<file path="src/ssr_pkg.sv">
// Constants, types and helpers shared by the sync reference selector
// Function
// - Two clock modes: master from internal clock, automatic from an external reference.
// - Automatic selection considers only word clock, optical multichannel and SPDIF inputs.
// - In automatic mode a valid preferred input is always used as sync reference.
// - Without a valid preferred input, the first valid input becomes reference.
// - Automatic mode watches all inputs, switches to a valid one, reports slave.
// - Reference failure or no valid input falls back to internal clock, master.
// - A system clock state output shows master or slave.
// - Report the active reference input and its measured sample period.
// - Each input reports no lock, lock, or sync with the system clock.
// - Lock to any reference rate from 28 kHz to 200 kHz.
// - Word clock out follows the rate; single speed clamps it into 28-56 kHz.
// - Optical preferred at double speed enters sample multiplex mode, link at half rate.
// - Synthesis settings act only in master mode and only under the global enable.
// - Synthesized rate is base frequency times speed multiplier plus active fader offsets.
// - Coarse offset applies only while its active flag is set, 1 Hz steps.
// - Fine offset applies only while its active flag is set, 1 Hz steps.
// - Store writes all settings to nonvolatile memory; they load after power-on.
// - Recall replaces all active settings with the nonvolatile copy.
package ssr_pkg;

    localparam int unsigned CLK_HZ       = 100_000_000;
    localparam int unsigned MIN_REF_HZ   = 28_000;
    localparam int unsigned MAX_REF_HZ   = 200_000;
    localparam int unsigned DBL_MIN_HZ   = 56_000;
    localparam int unsigned QUAD_MIN_HZ  = 112_000;
    localparam int unsigned STD_RATE_HZ  = 48_000;

    localparam int unsigned PER_W        = 16;
    // Longest and shortest legal reference periods in clk cycles
    localparam logic [15:0] MAX_PER      = 16'(CLK_HZ / MIN_REF_HZ);
    localparam logic [15:0] MIN_PER      = 16'(CLK_HZ / MAX_REF_HZ);
    localparam logic [15:0] DBL_PER      = 16'(CLK_HZ / DBL_MIN_HZ);
    localparam logic [15:0] QUAD_PER     = 16'(CLK_HZ / QUAD_MIN_HZ);
    localparam logic [15:0] PER_SAT      = 16'hffff;

    localparam logic [15:0] LOCK_TOL     = 16'h0004;
    localparam logic [15:0] SYNC_TOL     = 16'h0004;
    localparam logic [2:0]  LOCK_GOOD    = 3'h4;
    localparam logic [1:0]  LOCK_BAD     = 2'h2;

    localparam int unsigned NUM_IN       = 3;
    localparam logic [1:0]  SPEED_SINGLE = 2'h0;
    localparam logic [1:0]  SPEED_DOUBLE = 2'h1;
    localparam logic [1:0]  SPEED_QUAD   = 2'h2;

    localparam logic [26:0] ACC_MOD      = 27'(CLK_HZ);

    typedef enum logic [1:0] {
        REF_WC    = 2'b00,
        REF_OPT   = 2'b01,
        REF_SPDIF = 2'b10,
        REF_NONE  = 2'b11
    } ssr_ref_t;

    typedef enum logic {
        CS_MASTER = 1'b0,
        CS_SLAVE  = 1'b1
    } ssr_clk_state_t;

    typedef enum logic [1:0] {
        LS_NO_LOCK = 2'b00,
        LS_LOCK    = 2'b01,
        LS_SYNC    = 2'b10
    } ssr_lock_t;

    typedef struct packed {
        logic             auto_mode;
        ssr_ref_t         pref;
        logic             single_speed;
        logic             synth_en;
        logic [17:0]      base_hz;
        logic [1:0]       mult;
        logic             coarse_act;
        logic signed [12:0] coarse_hz;
        logic             fine_act;
        logic signed [7:0]  fine_hz;
    } ssr_cfg_t;

    function automatic logic [15:0] absdiff(input logic [15:0] a, input logic [15:0] b);
        absdiff = (a > b) ? a - b : b - a;
    endfunction : absdiff

endpackage : ssr_pkg

</file>
<file path="src/ssr_det_if.sv">
// Lock detector results carried from one input detector to the selector
`timescale 1ns/1ps
interface ssr_det_if;
    logic [15:0] period;
    logic        locked;
    logic        rise;
    logic        edge_seen;

    modport det (output period, output locked, output rise, output edge_seen);
    modport sel (input period, input locked, input rise, input edge_seen);
endinterface : ssr_det_if

</file>
<file path="src/ssr_lock_det.sv">
// Per-input clock synchroniser, period meter and filtered lock detector
`timescale 1ns/1ps
module ssr_lock_det (
    // Clock and reset
    input  wire logic clk,
    input  wire logic resetn,
    // Reference pin
    input  wire logic pin,
    // Results
    ssr_det_if.det    det
);
    logic        s1_q, s2_q, s3_q, lvl_q;
    logic [15:0] per_cnt_q, period_q, meas;
    logic [2:0]  good_q;
    logic [1:0]  bad_q;
    logic        locked_q, rise_q, edge_q;
    logic        chg, rise, in_range, good, timeout;

    always_ff @(posedge clk or negedge resetn) begin
        if (!resetn) begin
            s1_q <= 1'b0;
            s2_q <= 1'b0;
            s3_q <= 1'b0;
        end else begin
            s1_q <= pin;
            s2_q <= s1_q;
            s3_q <= s2_q;
        end
    end

    // Change counts only once stages two and three agree
    assign chg      = (s2_q == s3_q) && (s3_q != lvl_q);
    assign rise     = chg && s3_q;
    assign meas     = per_cnt_q + 16'h0001;
    assign in_range = (meas >= ssr_pkg::MIN_PER) && (meas <= ssr_pkg::MAX_PER);
    assign good     = in_range && (ssr_pkg::absdiff(meas, period_q) <= ssr_pkg::LOCK_TOL);
    assign timeout  = per_cnt_q > ssr_pkg::MAX_PER;

    always_ff @(posedge clk or negedge resetn) begin
        if (!resetn) begin
            lvl_q  <= 1'b0;
            rise_q <= 1'b0;
            edge_q <= 1'b0;
        end else begin
            if (chg) lvl_q <= s3_q;
            rise_q <= rise;
            edge_q <= chg;
        end
    end

    always_ff @(posedge clk or negedge resetn) begin
        if (!resetn) begin
            per_cnt_q <= 16'h0000;
            period_q  <= 16'h0000;
        end else if (rise) begin
            per_cnt_q <= 16'h0000;
            // One stray period while locked must not replace the trusted period
            if (!locked_q || good) period_q <= meas;
        end else if (per_cnt_q != ssr_pkg::PER_SAT) begin
            per_cnt_q <= meas;
        end
    end

    // Several matching periods to gain lock, repeated misses to lose it
    always_ff @(posedge clk or negedge resetn) begin
        if (!resetn) begin
            good_q   <= 3'h0;
            bad_q    <= 2'h0;
            locked_q <= 1'b0;
        end else if (timeout) begin
            good_q   <= 3'h0;
            bad_q    <= 2'h0;
            locked_q <= 1'b0;
        end else if (rise && good) begin
            bad_q <= 2'h0;
            if (good_q != ssr_pkg::LOCK_GOOD) good_q <= good_q + 3'h1;
            else locked_q <= 1'b1;
        end else if (rise) begin
            good_q <= 3'h0;
            if (bad_q + 2'h1 == ssr_pkg::LOCK_BAD) begin
                bad_q    <= 2'h0;
                locked_q <= 1'b0;
            end else begin
                bad_q <= bad_q + 2'h1;
            end
        end
    end

    assign det.period    = period_q;
    assign det.locked    = locked_q;
    assign det.rise      = rise_q;
    assign det.edge_seen = edge_q;

endmodule : ssr_lock_det

</file>
<file path="src/ssr_top.sv">
// Sync reference selector: lock monitors, reference choice, synthesizer, word clock out
`timescale 1ns/1ps
module ssr_top (
    // Clock and reset
    input  wire logic             clk,
    input  wire logic             resetn,
    // Reference pins
    input  wire logic             wc_in,
    input  wire logic             opt_in,
    input  wire logic             spdif_in,
    // Settings and commands
    input  wire ssr_pkg::ssr_cfg_t cfg_in,
    input  wire logic             cfg_load,
    input  wire logic             store_cmd,
    input  wire logic             recall_cmd,
    // Nonvolatile settings store
    input  wire ssr_pkg::ssr_cfg_t nv_rdata,
    output logic                  nv_wr_q,
    output ssr_pkg::ssr_cfg_t     nv_wdata_q,
    // Status
    output ssr_pkg::ssr_cfg_t     cfg_q,
    output ssr_pkg::ssr_clk_state_t clock_state_q,
    output ssr_pkg::ssr_ref_t     active_reference_report_q,
    output logic [15:0]           ref_period_q,
    output logic [5:0]            per_input_lock_state_q,
    output logic                  sample_multiplex_mode_q,
    output logic [19:0]           sys_rate_hz_q,
    // Word clock output
    output logic                  wc_out_q
);
    logic [2:0]        pins;
    logic [2:0]        valid, rise_v, edge_v, sync_v;
    logic [15:0]       per_v [3];
    ssr_pkg::ssr_ref_t sel;
    logic              boot_q;
    logic [19:0]       synth_rate;
    logic [26:0]       acc_q, acc_sum;
    logic [20:0]       step;
    logic              tick, mlev_q;
    logic [15:0]       sys_cnt_q, sys_per_q;
    logic              sys_rise, wc_ev;
    logic [1:0]        speed, div;
    logic [1:0]        div_cnt_q;
    logic              ref_rise, ref_edge;
    logic [15:0]       ref_per;

    assign pins = {spdif_in, opt_in, wc_in};

    ssr_det_if det_if [ssr_pkg::NUM_IN] ();

    // One monitor per candidate input, in priority order
    for (genvar i = 0; i < ssr_pkg::NUM_IN; i++) begin : g_in
        ssr_lock_det u_det (
            .clk    (clk),
            .resetn (resetn),
            .pin    (pins[i]),
            .det    (det_if[i])
        );
        assign valid[i]  = det_if[i].locked;
        assign rise_v[i] = det_if[i].rise;
        assign edge_v[i] = det_if[i].edge_seen;
        assign per_v[i]  = det_if[i].period;
        assign sync_v[i] = det_if[i].locked
                           && (ssr_pkg::absdiff(det_if[i].period, sys_per_q)
                               <= ssr_pkg::SYNC_TOL);

        always_ff @(posedge clk or negedge resetn) begin
            if (!resetn) begin
                per_input_lock_state_q[2*i +: 2] <= ssr_pkg::LS_NO_LOCK;
            end else if (sync_v[i]) begin
                per_input_lock_state_q[2*i +: 2] <= ssr_pkg::LS_SYNC;
            end else if (valid[i]) begin
                per_input_lock_state_q[2*i +: 2] <= ssr_pkg::LS_LOCK;
            end else begin
                per_input_lock_state_q[2*i +: 2] <= ssr_pkg::LS_NO_LOCK;
            end
        end
    end

    // Settings: power-on load from the store, then recall, then live writes
    always_ff @(posedge clk or negedge resetn) begin
        if (!resetn) begin
            boot_q <= 1'b1;
            cfg_q  <= '0;
        end else begin
            boot_q <= 1'b0;
            if (boot_q) begin
                cfg_q <= nv_rdata;
            end else if (recall_cmd) begin
                cfg_q <= nv_rdata;
            end else if (cfg_load) begin
                cfg_q <= cfg_in;
            end
        end
    end

    always_ff @(posedge clk or negedge resetn) begin
        if (!resetn) begin
            nv_wr_q    <= 1'b0;
            nv_wdata_q <= '0;
        end else begin
            nv_wr_q <= store_cmd && !boot_q;
            if (store_cmd) nv_wdata_q <= cfg_q;
        end
    end

    // Reference choice; only the three documented inputs are candidates
    always_comb begin
        sel = ssr_pkg::REF_NONE;
        if (cfg_q.auto_mode) begin
            if (cfg_q.pref != ssr_pkg::REF_NONE && valid[cfg_q.pref]) begin
                sel = cfg_q.pref;
            end else if (valid[0]) begin
                sel = ssr_pkg::REF_WC;
            end else if (valid[1]) begin
                sel = ssr_pkg::REF_OPT;
            end else if (valid[2]) begin
                sel = ssr_pkg::REF_SPDIF;
            end
        end
    end

    always_ff @(posedge clk or negedge resetn) begin
        if (!resetn) begin
            active_reference_report_q <= ssr_pkg::REF_NONE;
            clock_state_q             <= ssr_pkg::CS_MASTER;
        end else begin
            active_reference_report_q <= sel;
            // No valid input or failed reference drops back to master
            clock_state_q <= (sel == ssr_pkg::REF_NONE) ? ssr_pkg::CS_MASTER
                                                       : ssr_pkg::CS_SLAVE;
        end
    end

    assign ref_rise = (active_reference_report_q != ssr_pkg::REF_NONE)
                      && rise_v[active_reference_report_q];
    assign ref_edge = (active_reference_report_q != ssr_pkg::REF_NONE)
                      && edge_v[active_reference_report_q];
    assign ref_per  = (active_reference_report_q != ssr_pkg::REF_NONE)
                      ? per_v[active_reference_report_q] : sys_per_q;

    always_ff @(posedge clk or negedge resetn) begin
        if (!resetn) begin
            ref_period_q <= 16'h0000;
        end else begin
            ref_period_q <= ref_per;
        end
    end

    // Synthesized rate: base times speed plus whichever faders are active
    always_comb begin
        synth_rate = 20'(cfg_q.base_hz) << cfg_q.mult;
        if (cfg_q.coarse_act) begin
            synth_rate = synth_rate + 20'(cfg_q.coarse_hz);
        end
        if (cfg_q.fine_act) begin
            synth_rate = synth_rate + 20'(cfg_q.fine_hz);
        end
    end

    always_ff @(posedge clk or negedge resetn) begin
        if (!resetn) begin
            sys_rate_hz_q <= 20'(ssr_pkg::STD_RATE_HZ);
        end else begin
            // Settings ignored unless master and globally enabled
            sys_rate_hz_q <= (cfg_q.synth_en && clock_state_q == ssr_pkg::CS_MASTER)
                             ? synth_rate : 20'(ssr_pkg::STD_RATE_HZ);
        end
    end

    // Phase accumulator at twice the rate; each tick flips the internal clock
    assign step    = {sys_rate_hz_q, 1'b0};
    assign acc_sum = acc_q + 27'(step);
    assign tick    = acc_sum >= ssr_pkg::ACC_MOD;

    always_ff @(posedge clk or negedge resetn) begin
        if (!resetn) begin
            acc_q  <= 27'h0000000;
            mlev_q <= 1'b0;
        end else begin
            acc_q <= tick ? acc_sum - ssr_pkg::ACC_MOD : acc_sum;
            if (tick) mlev_q <= !mlev_q;
        end
    end

    // System period: internal clock in master, recovered clock in slave
    assign sys_rise = (clock_state_q == ssr_pkg::CS_MASTER) ? (tick && !mlev_q) : ref_rise;
    assign wc_ev    = (clock_state_q == ssr_pkg::CS_MASTER) ? tick : ref_edge;

    always_ff @(posedge clk or negedge resetn) begin
        if (!resetn) begin
            sys_cnt_q <= 16'h0000;
            sys_per_q <= 16'h0000;
        end else if (sys_rise) begin
            sys_cnt_q <= 16'h0000;
            sys_per_q <= sys_cnt_q + 16'h0001;
        end else if (sys_cnt_q != ssr_pkg::PER_SAT) begin
            sys_cnt_q <= sys_cnt_q + 16'h0001;
        end
    end

    // Speed class from the running period; zero means not yet measured
    always_comb begin
        if (sys_per_q != 16'h0000 && sys_per_q < ssr_pkg::QUAD_PER) begin
            speed = ssr_pkg::SPEED_QUAD;
        end else if (sys_per_q != 16'h0000 && sys_per_q < ssr_pkg::DBL_PER) begin
            speed = ssr_pkg::SPEED_DOUBLE;
        end else begin
            speed = ssr_pkg::SPEED_SINGLE;
        end
    end

    assign div = cfg_q.single_speed ? speed : ssr_pkg::SPEED_SINGLE;

    // Dividing the toggle events keeps the clamped output phase-tied to the rate
    always_ff @(posedge clk or negedge resetn) begin
        if (!resetn) begin
            div_cnt_q <= 2'h0;
            wc_out_q  <= 1'b0;
        end else if (wc_ev) begin
            if (div_cnt_q == 2'((3'h1 << div) - 3'h1)) begin
                div_cnt_q <= 2'h0;
                wc_out_q  <= !wc_out_q;
            end else begin
                div_cnt_q <= div_cnt_q + 2'h1;
            end
        end
    end

    always_ff @(posedge clk or negedge resetn) begin
        if (!resetn) begin
            sample_multiplex_mode_q <= 1'b0;
        end else begin
            // Optical link carries half the system rate in this mode
            sample_multiplex_mode_q <= cfg_q.auto_mode && cfg_q.pref == ssr_pkg::REF_OPT
                                       && speed == ssr_pkg::SPEED_DOUBLE;
        end
    end

endmodule : ssr_top

</file>
<file path="config.mk">
export PLATFORM = sky130hd
export DESIGN_NAME = ssr_top
export DESIGN_NICKNAME = d
export VERILOG_FILES = /design/src/ssr_pkg.sv /design/src/ssr_det_if.sv /design/src/ssr_lock_det.sv /design/src/ssr_top.sv
export SDC_FILE = /design/constraint.sdc
export NUM_CORES = 1
export LEC_CHECK = 0
export ABC_AREA = 1
export BUFFER_PORTS_ARGS = -buffer_cell sky130_fd_sc_hd__buf_4
export CAP_MARGIN = 0
export CORE_MARGIN = 10
export CORE_UTILIZATION = 57
export DETAILED_ROUTE_END_ITERATION = 8
export PLACE_DENSITY_LB_ADDON = 0.25
export SLEW_MARGIN = 30
export SYNTH_ARGS = -nofsm -noshare
export SYNTH_HDL_FRONTEND = slang
export SYNTH_HIERARCHICAL = 1
export SYNTH_SLANG_ARGS = --single-unit
export TNS_END_PERCENT = 30
</file>
<file path="constraint.sdc">
create_clock -name clk -period 4.35 [get_ports clk]
set_input_delay 0.435 -clock clk [delete_from_list [all_inputs] [get_ports clk]]
set_output_delay 0.435 -clock clk [all_outputs]
set_load 0.01 [all_outputs]
</file>
### Word level (Yosys, flattened, before mapping)

Cells that the tools add are included.

| operators by class | value |
|---|---|
| add/subtract/negate cells | 28 |
| order comparisons | 27 |
| equality and inequality tests | 28 |
| shifts and indexed selects | 2 |
| muxes and demuxes | 88 |
| bitwise logic cells | 2 |
| reductions and logical operators | 59 |

Operators by type and width:

| operator | count |
|---|---|
| $mux W16 | 17 |
| $sub A16 B16 Y16 | 12 |
| $mux W48 | 3 |
| $gt A16 B16 Y1 | 6 |
| $le A16 B3 Y1 const B | 6 |
| $add A16 B1 Y16 const B | 4 |
| $ne A16 B16 Y1 const B | 4 |
| $mux W20 | 3 |
| $ge A16 B9 Y1 const B | 3 |
| $gt A16 B12 Y1 const B | 3 |
| $le A16 B12 Y1 const B | 3 |
| $mux W2 | 22 |
| $add A20 B20 Y20 | 2 |
| $mux W3 | 12 |
| $bmux W16 S2 | 1 |
| $logic_and A1 B1 Y1 | 28 |
| $add A27 B21 Y27 | 1 |
| $ge A27 B27 Y1 const B | 1 |
| $mux W27 | 1 |
| $sub A27 B27 Y27 const B | 1 |
| $mux W1 | 26 |
| $reduce_bool A3 Y1 | 7 |
| $shl A18 B2 Y20 | 1 |
| $ne A3 B2 Y1 const B | 6 |
| other kinds (24) | 61 |

| storage, ports and cells | value |
|---|---|
| register bits | 339 |
| output and inout port bits | 144 |

### Longest topological paths before layout

| depth | value |
|---|---|
| word-level depth | 9 |
| mapped depth | 33 |

### Hierarchy

Netlist, hierarchy kept.

Modules (own cells, without submodules):

| module | times used | cells each | area an instance (µm²) | seq. area each (µm²) |
|---|---|---|---|---|
| ssr_top | 1 | 2,732 | 18,489.0 | 5,167.5 |
| ssr_lock_det at g_in[0].u_det ... | 2 | 795 | 4,805.9 | 1,101.1 |
| ssr_lock_det at g_in[2].u_det | 1 | 799 | 4,863.4 | 1,101.1 |

### Worst setup path before layout

OpenSTA, ideal clock, no wires.

| path | value |
|---|---|
| path kind | flip-flop to flip-flop |
| from | register cfg_q[23] (netlist name) |
| to | register sys_rate_hz_q[19] |
| arrival | 4.222 ns |
| data required time | 4.231 ns |
| setup slack | 0.009 ns |
| cell stages (with the launch flop) | 31 |
| path buffers | 2 |
| clock period less this slack | 4.341 ns |
| cells stage by stage | dfrtp_1 > clkbuf_1 > clkbuf_1 > o21ai_0 > nand2_1 > o21ai_0 > ha_1 > a21oi_1 > o21ai_0 > a21o_1 > nand3_1 > o21ai_0 > a21oi_1 > inv_1 > nand2_1 > nand2_1 > nand2_1 > nand3_1 > nand2_1 > ha_1 > nand2_1 > nor3_1 > inv_1 > nor3_1 > nand4_1 > o2111ai_1 > o21ai_0 > a21oi_1 > nand3_1 > nand2_1 > nor2_1 |

| between the ends | value |
|---|---|
| cells in the longest elaborated chain, start to end | 6 |

RTL lines:

| item | RTL line | RTL |
|---|---|---|
| from (decl) | ssr_top.sv:21 | `output ssr_pkg::ssr_cfg_t cfg_q,` |
| from (signal assigned) | ssr_top.sv:88 | `cfg_q <= nv_rdata;` |
| from (signal assigned) | ssr_top.sv:90 | `cfg_q <= nv_rdata;` |
| from (signal assigned) | ssr_top.sv:92 | `cfg_q <= cfg_in;` |
| $shl A18 B2 Y20 (*) | ssr_top.sv:152 | `synth_rate = 20'(cfg_q.base_hz) << cfg_q.mult;` |
| $add A20 B20 Y20 | ssr_top.sv:154 | `synth_rate = synth_rate + 20'(cfg_q.coarse_hz);` |
| $mux W20 (*) | ssr_top.sv:153 | `if (cfg_q.coarse_act) begin` |
| $add A20 B20 Y20 | ssr_top.sv:157 | `synth_rate = synth_rate + 20'(cfg_q.fine_hz);` |
| $mux W20 (*) | ssr_top.sv:156 | `if (cfg_q.fine_act) begin` |
| $mux W20 (*) | ssr_top.sv:167 | `? synth_rate : 20'(ssr_pkg::STD_RATE_HZ);` |
| to (signal assigned) | ssr_top.sv:163 | `sys_rate_hz_q <= 20'(ssr_pkg::STD_RATE_HZ);` |
| to (signal assigned) | ssr_top.sv:166 | `sys_rate_hz_q <= (cfg_q.synth_en && clock_state_q == ssr_pkg::CS_MASTER)` |
| to (decl) | ssr_top.sv:27 | `output logic [19:0] sys_rate_hz_q,` |

Mark *: on every way between the ends. The rest lies on a longest branch, timed or not.
A chain may end at the register's enable or synchronous reset.

### Worst setup path in the final report

| path | value |
|---|---|
| from | register cfg_q[23] (netlist name) |
| to | register sys_rate_hz_q[14] |

The elaborated chain is that of the path after synthesis.

==> results.yml <==
die:
  ios: 248
  die_area_mm2: 0.0678
  core_area_mm2: 0.0575
  die-height_um: 260
  start_util_pct: 57.4
  die_w_um: 260
  rows: 88
power_and_ir_drop:
  switching_share_pct: 56.1
  p_switching_mw: 18.2
  seq_power_share_pct: 13.6
  combinationalPowerShare_pct: 75.5
  ir_drop_mv: 1.19
  finalPower_mw: 32.4
  pwr-share-clk_pct: 10.9
  p_int_mw: 14.2
  power.leakage_nw: 21.3
  powerDensity_mw_per_mm2: 848
worst_setup_path:
  critPathKind: "register to register"
  cp_max_fo: 4
  worstPathRequired_ns: 4.80
  critPathCaptureType: "register"
  arrival_ns: 4.63
  crit_path_start_kind: "register"
yosys:
  synth_enable_flop_cells: 0
  synth_cell_type_count: 69
  ys_ff_latch: 338
  synth_cells: 5121
  synth_top_family_by_area: "simple AND/OR/NAND/NOR gates"
  ys.flop_type: "dfrtp_1"
  synth_area_per_cell_um2: 6.44
  ys.warnings.count: 6
  yosysSeqAreaShare_pct: 25.7
  synth_compound_area_share_pct: 13.9
  syn-cell-area_mm2: 0.0330
  yosys.area.top_type: "dfrtp_1"
  ys_async_sr_fraction_pct: 100
  synth_simple_gate_area_share_pct: 34.3
  muxShareOfSynthArea_pct: 0.152
  synth_fa_ha_area_share_pct: 9.97
  synth_top_area_share_pct: 24.9
  synth_xor_area_share_pct: 4.22
  synth_area_leaders: "dfrtp_1, nand2_1, ha_1, inv_1, nand3_1"
  syn_nets: 5486
min_path:
  hold_class: "primary input to register"
timing:
  worstMarginPinSlew_ns: 1.06
  clock_skew_ns: 0.0207
  min_period_over_period_pct: 95.9
  finalHoldViolations: 0
  setup_tns_ns: 0
  rsz0062_at_grt: "yes"
  slew_violations: 0
  fin_crit_ns: 4.17
  max_freq_mhz: 240
  setup_viol: 0
  slew_headroom_pct: 29.5
placement:
  placed_area_mm2: 0.0363
  portBuffers: 247
  dp_hpwl_mm: 86.3
  gp_congestion: 1.01
route:
  drt_first_pass_iters: 6
  drtIter0Drc: 2905
  drc_errors: 0
  vias_per_cell: 5.47
  drt_wl_total_mm: 108
  ant_nets: 0
  vias: 34200
  wl_per_cell_um: 17.2
finish:
  multiInputGateArea_mm2: 0.0210
  ff_latch_area_mm2: 0.00848
  post-route-util_pct: 66.5
  final_area_mm2: 0.0382
  diodes: 0
  fin_nets: 5821
  drive_gt1_share_pct: 14.9
  area_delta_synth_final_pct: 15.9
  num-fill-cells: 5414
global_routing:
  antenna_found_initial: 1
  grt_pass1_vias: 31600
  gr-usage-met3_pct: 4.39
  grt_pass1_wl_mm: 168
  grt_busiest_layer: "met2"
  grt_start_max_net_pins: 124
  use_met2_pct: 49.1
  grt_overflow_total: 0
  gr-usage-met1_pct: 41.7
  track_usage_pct: 30.7
status:
  outcome: "finished clean"
clocking:
  cts.clk_slew.worst_paths_ns: 0.06
  cts_tree: "done"
  h-tree-depth: 2
  cts_made_buffers: 41
  cts_buffer_depth: 3
  cts_sinks: 338
  clk_latency_ns: 0.58
  cts_root_buffer: "clkbuf_16"
flow_run:
  maxCapViolations: 0
[area by class of cell]
| class | instances | share of cell area, % |
|---|---|---|
| multi-input cells | 3816 | 54.9 |
| well taps | 765 | 2.51 |
| flip-flops and latches | 338 | 22.2 |
| clock buffers | 52 | 2.93 |
| clock inverters | 23 | 0.642 |
| repair buffers | 425 | 8.62 |
| inverters | 834 | 8.20 |
[cell families after synthesis]
logic type / count (synthesis)
buf+inv: 968
mux: 5
xor+xnor: 157
flops: 338
simple gates: 2613
compound gates: 778
fa+ha+maj: 261
other cells: 1
[critical path, stage by stage, from the launching register on]
cell and delay [ns]:
dfrtp_1 0.42, buf_4 0.17, buf_4 0.14, inv_1 0.08
nand3_1 0.09, o21ai_2 0.09, ha_1 0.29, buf_4 0.16
a21oi_2 0.13, nand2_2 0.11, a21oi_2 0.19, o21ai_0 0.11
xnor2_1 0.20, o21ai_1 0.12, buf_4 0.19, ha_4 0.28
nand2_1 0.08, nor2_2 0.13, nand2_1 0.06, o211ai_1 0.14
a31oi_2 0.10, o21bai_2 0.23, buf_4 0.14, buf_4 0.09
xnor2_1 0.10, a21oi_1 0.07, o21ai_0 0.10, inv_1 0.06
[worst paths after layout]
path	start	end	slack [ns]	cells past startpoint
worst max-delay path	cfg_q[23]	sys_rate_hz_q[14]	0.18	27
worst min-delay path	store_cmd	nv_wdata_q[45]	0.11	3
worst max register to register	cfg_q[23]	sys_rate_hz_q[14]	0.18	27
worst min register to register	g_in[2].u_det/s1_q	g_in[2].u_det/s2_q	0.35	0
max in group asynchronous	resetn	g_in[1].u_det/good_q[1]	3.13	3
min in group asynchronous	resetn	acc_q[4]	0.27	2
[power by group through the flow]
stage	combinational, mW	sequential [mW]	clock [mW]
floorplan	18.3	4.28	0
global placement	23.4	4.41	0
detailed placement	23.6	4.43	0
CTS	23.8	4.38	3.56
global route	27.6	4.46	3.69
finish	24.5	4.41	3.52
[state kept, by name, summed over array words and instances, names as in the netlist, 2 cells and up]
signal / flops
sys_per_q: 16
g_in.u_det/det.rise: 3
g_in.u_det/det.locked: 3
g_in.u_det/lvl_q: 3
active_reference_report_q: 2
g_in.u_det/s3_q: 3
per_input_lock_state_q: 6
sys_cnt_q: 16
g_in.u_det/s2_q: 3
g_in.u_det/det.edge_seen: 3
cfg_q: 48
g_in.u_det/per_cnt_q: 48
acc_q: 26
g_in.u_det/bad_q: 6
g_in.u_det/good_q: 9
sys_rate_hz_q: 20
ref_period_q: 16
nv_wdata_q: 48
g_in.u_det/det.period: 48
div_cnt_q: 2
g_in.u_det/s1_q: 3
[cells in the final DEF (no fill, tap or decap), types with 16 or more instances in the layout]
cell and instances:
nor2_2 28, nand4_1 79, nor3_1 79, o21ai_0 276, o21bai_1 31, a21oi_2 27
nand2_1 1598, o22ai_1 46, inv_1 810, nand3_1 314, dfrtp_1 324, a21oi_1 203
nand2_2 91, xnor2_1 31, o21ai_1 40, a21o_1 16, nor2_1 323, buf_4 411
nand3_2 16, o211ai_1 17, nor2_4 19, xor2_1 124, o21ai_2 57, o221ai_1 19
inv_2 21, clkbuf_16 42, ha_1 248
[cell usage after synthesis, drive strengths merged (5+ instances only)]
cell / n
nand2: 1699
nand3b: 10
dfstp: 10
o21ai: 373
a21o: 16
dfrtp: 328
nand3: 332
o221ai: 19
a21boi: 5
clkbuf: 78
o21bai: 32
nor3: 85
o211ai: 17
o22ai: 46
a21oi: 232
ha: 258
nand4: 84
a31oi: 16
mux2i: 5
and2: 7
o31ai: 5
xnor2: 32
nor2: 372
inv: 831
xor2: 125
nor4: 16
a211oi: 5
buf: 56
[repair_timing]
| item | 4_1_cts | 5_1_grt |
|---|---|---|
| hold endpoints to repair | 20 | 0 |
| gates cloned | 0 | 1 |
| setup endpoints to repair | 4 | 46 |
| gates resized for setup | 4 | 106 |
| buffers inserted | 0 | 19 |
| hold buffers | 4 | 0 |
| pin swaps | 0 | 19 |
[routing by layer]
layer,vias up,share of wire [%],wire length [um]
met4,2,3.6,3930
li1,17000,-,-
met1,15800,44,47100
met3,213,7.5,8040
met2,1266,45,48700
met5,-,0.012,13
[per-stage QoR]
step	hold slack, ns	worst slack, ns	cells
after detailed placement	0.278	-0.00919	6154
after global placement	0.277	0.00626	6153
after floorplan	0.139	0.00884	5121
after global routing	0.117	-0.0995	6253
after CTS	0.0844	0.0226	6233
final	0.107	0.176	6253
(Power assumes the default switching activity.)
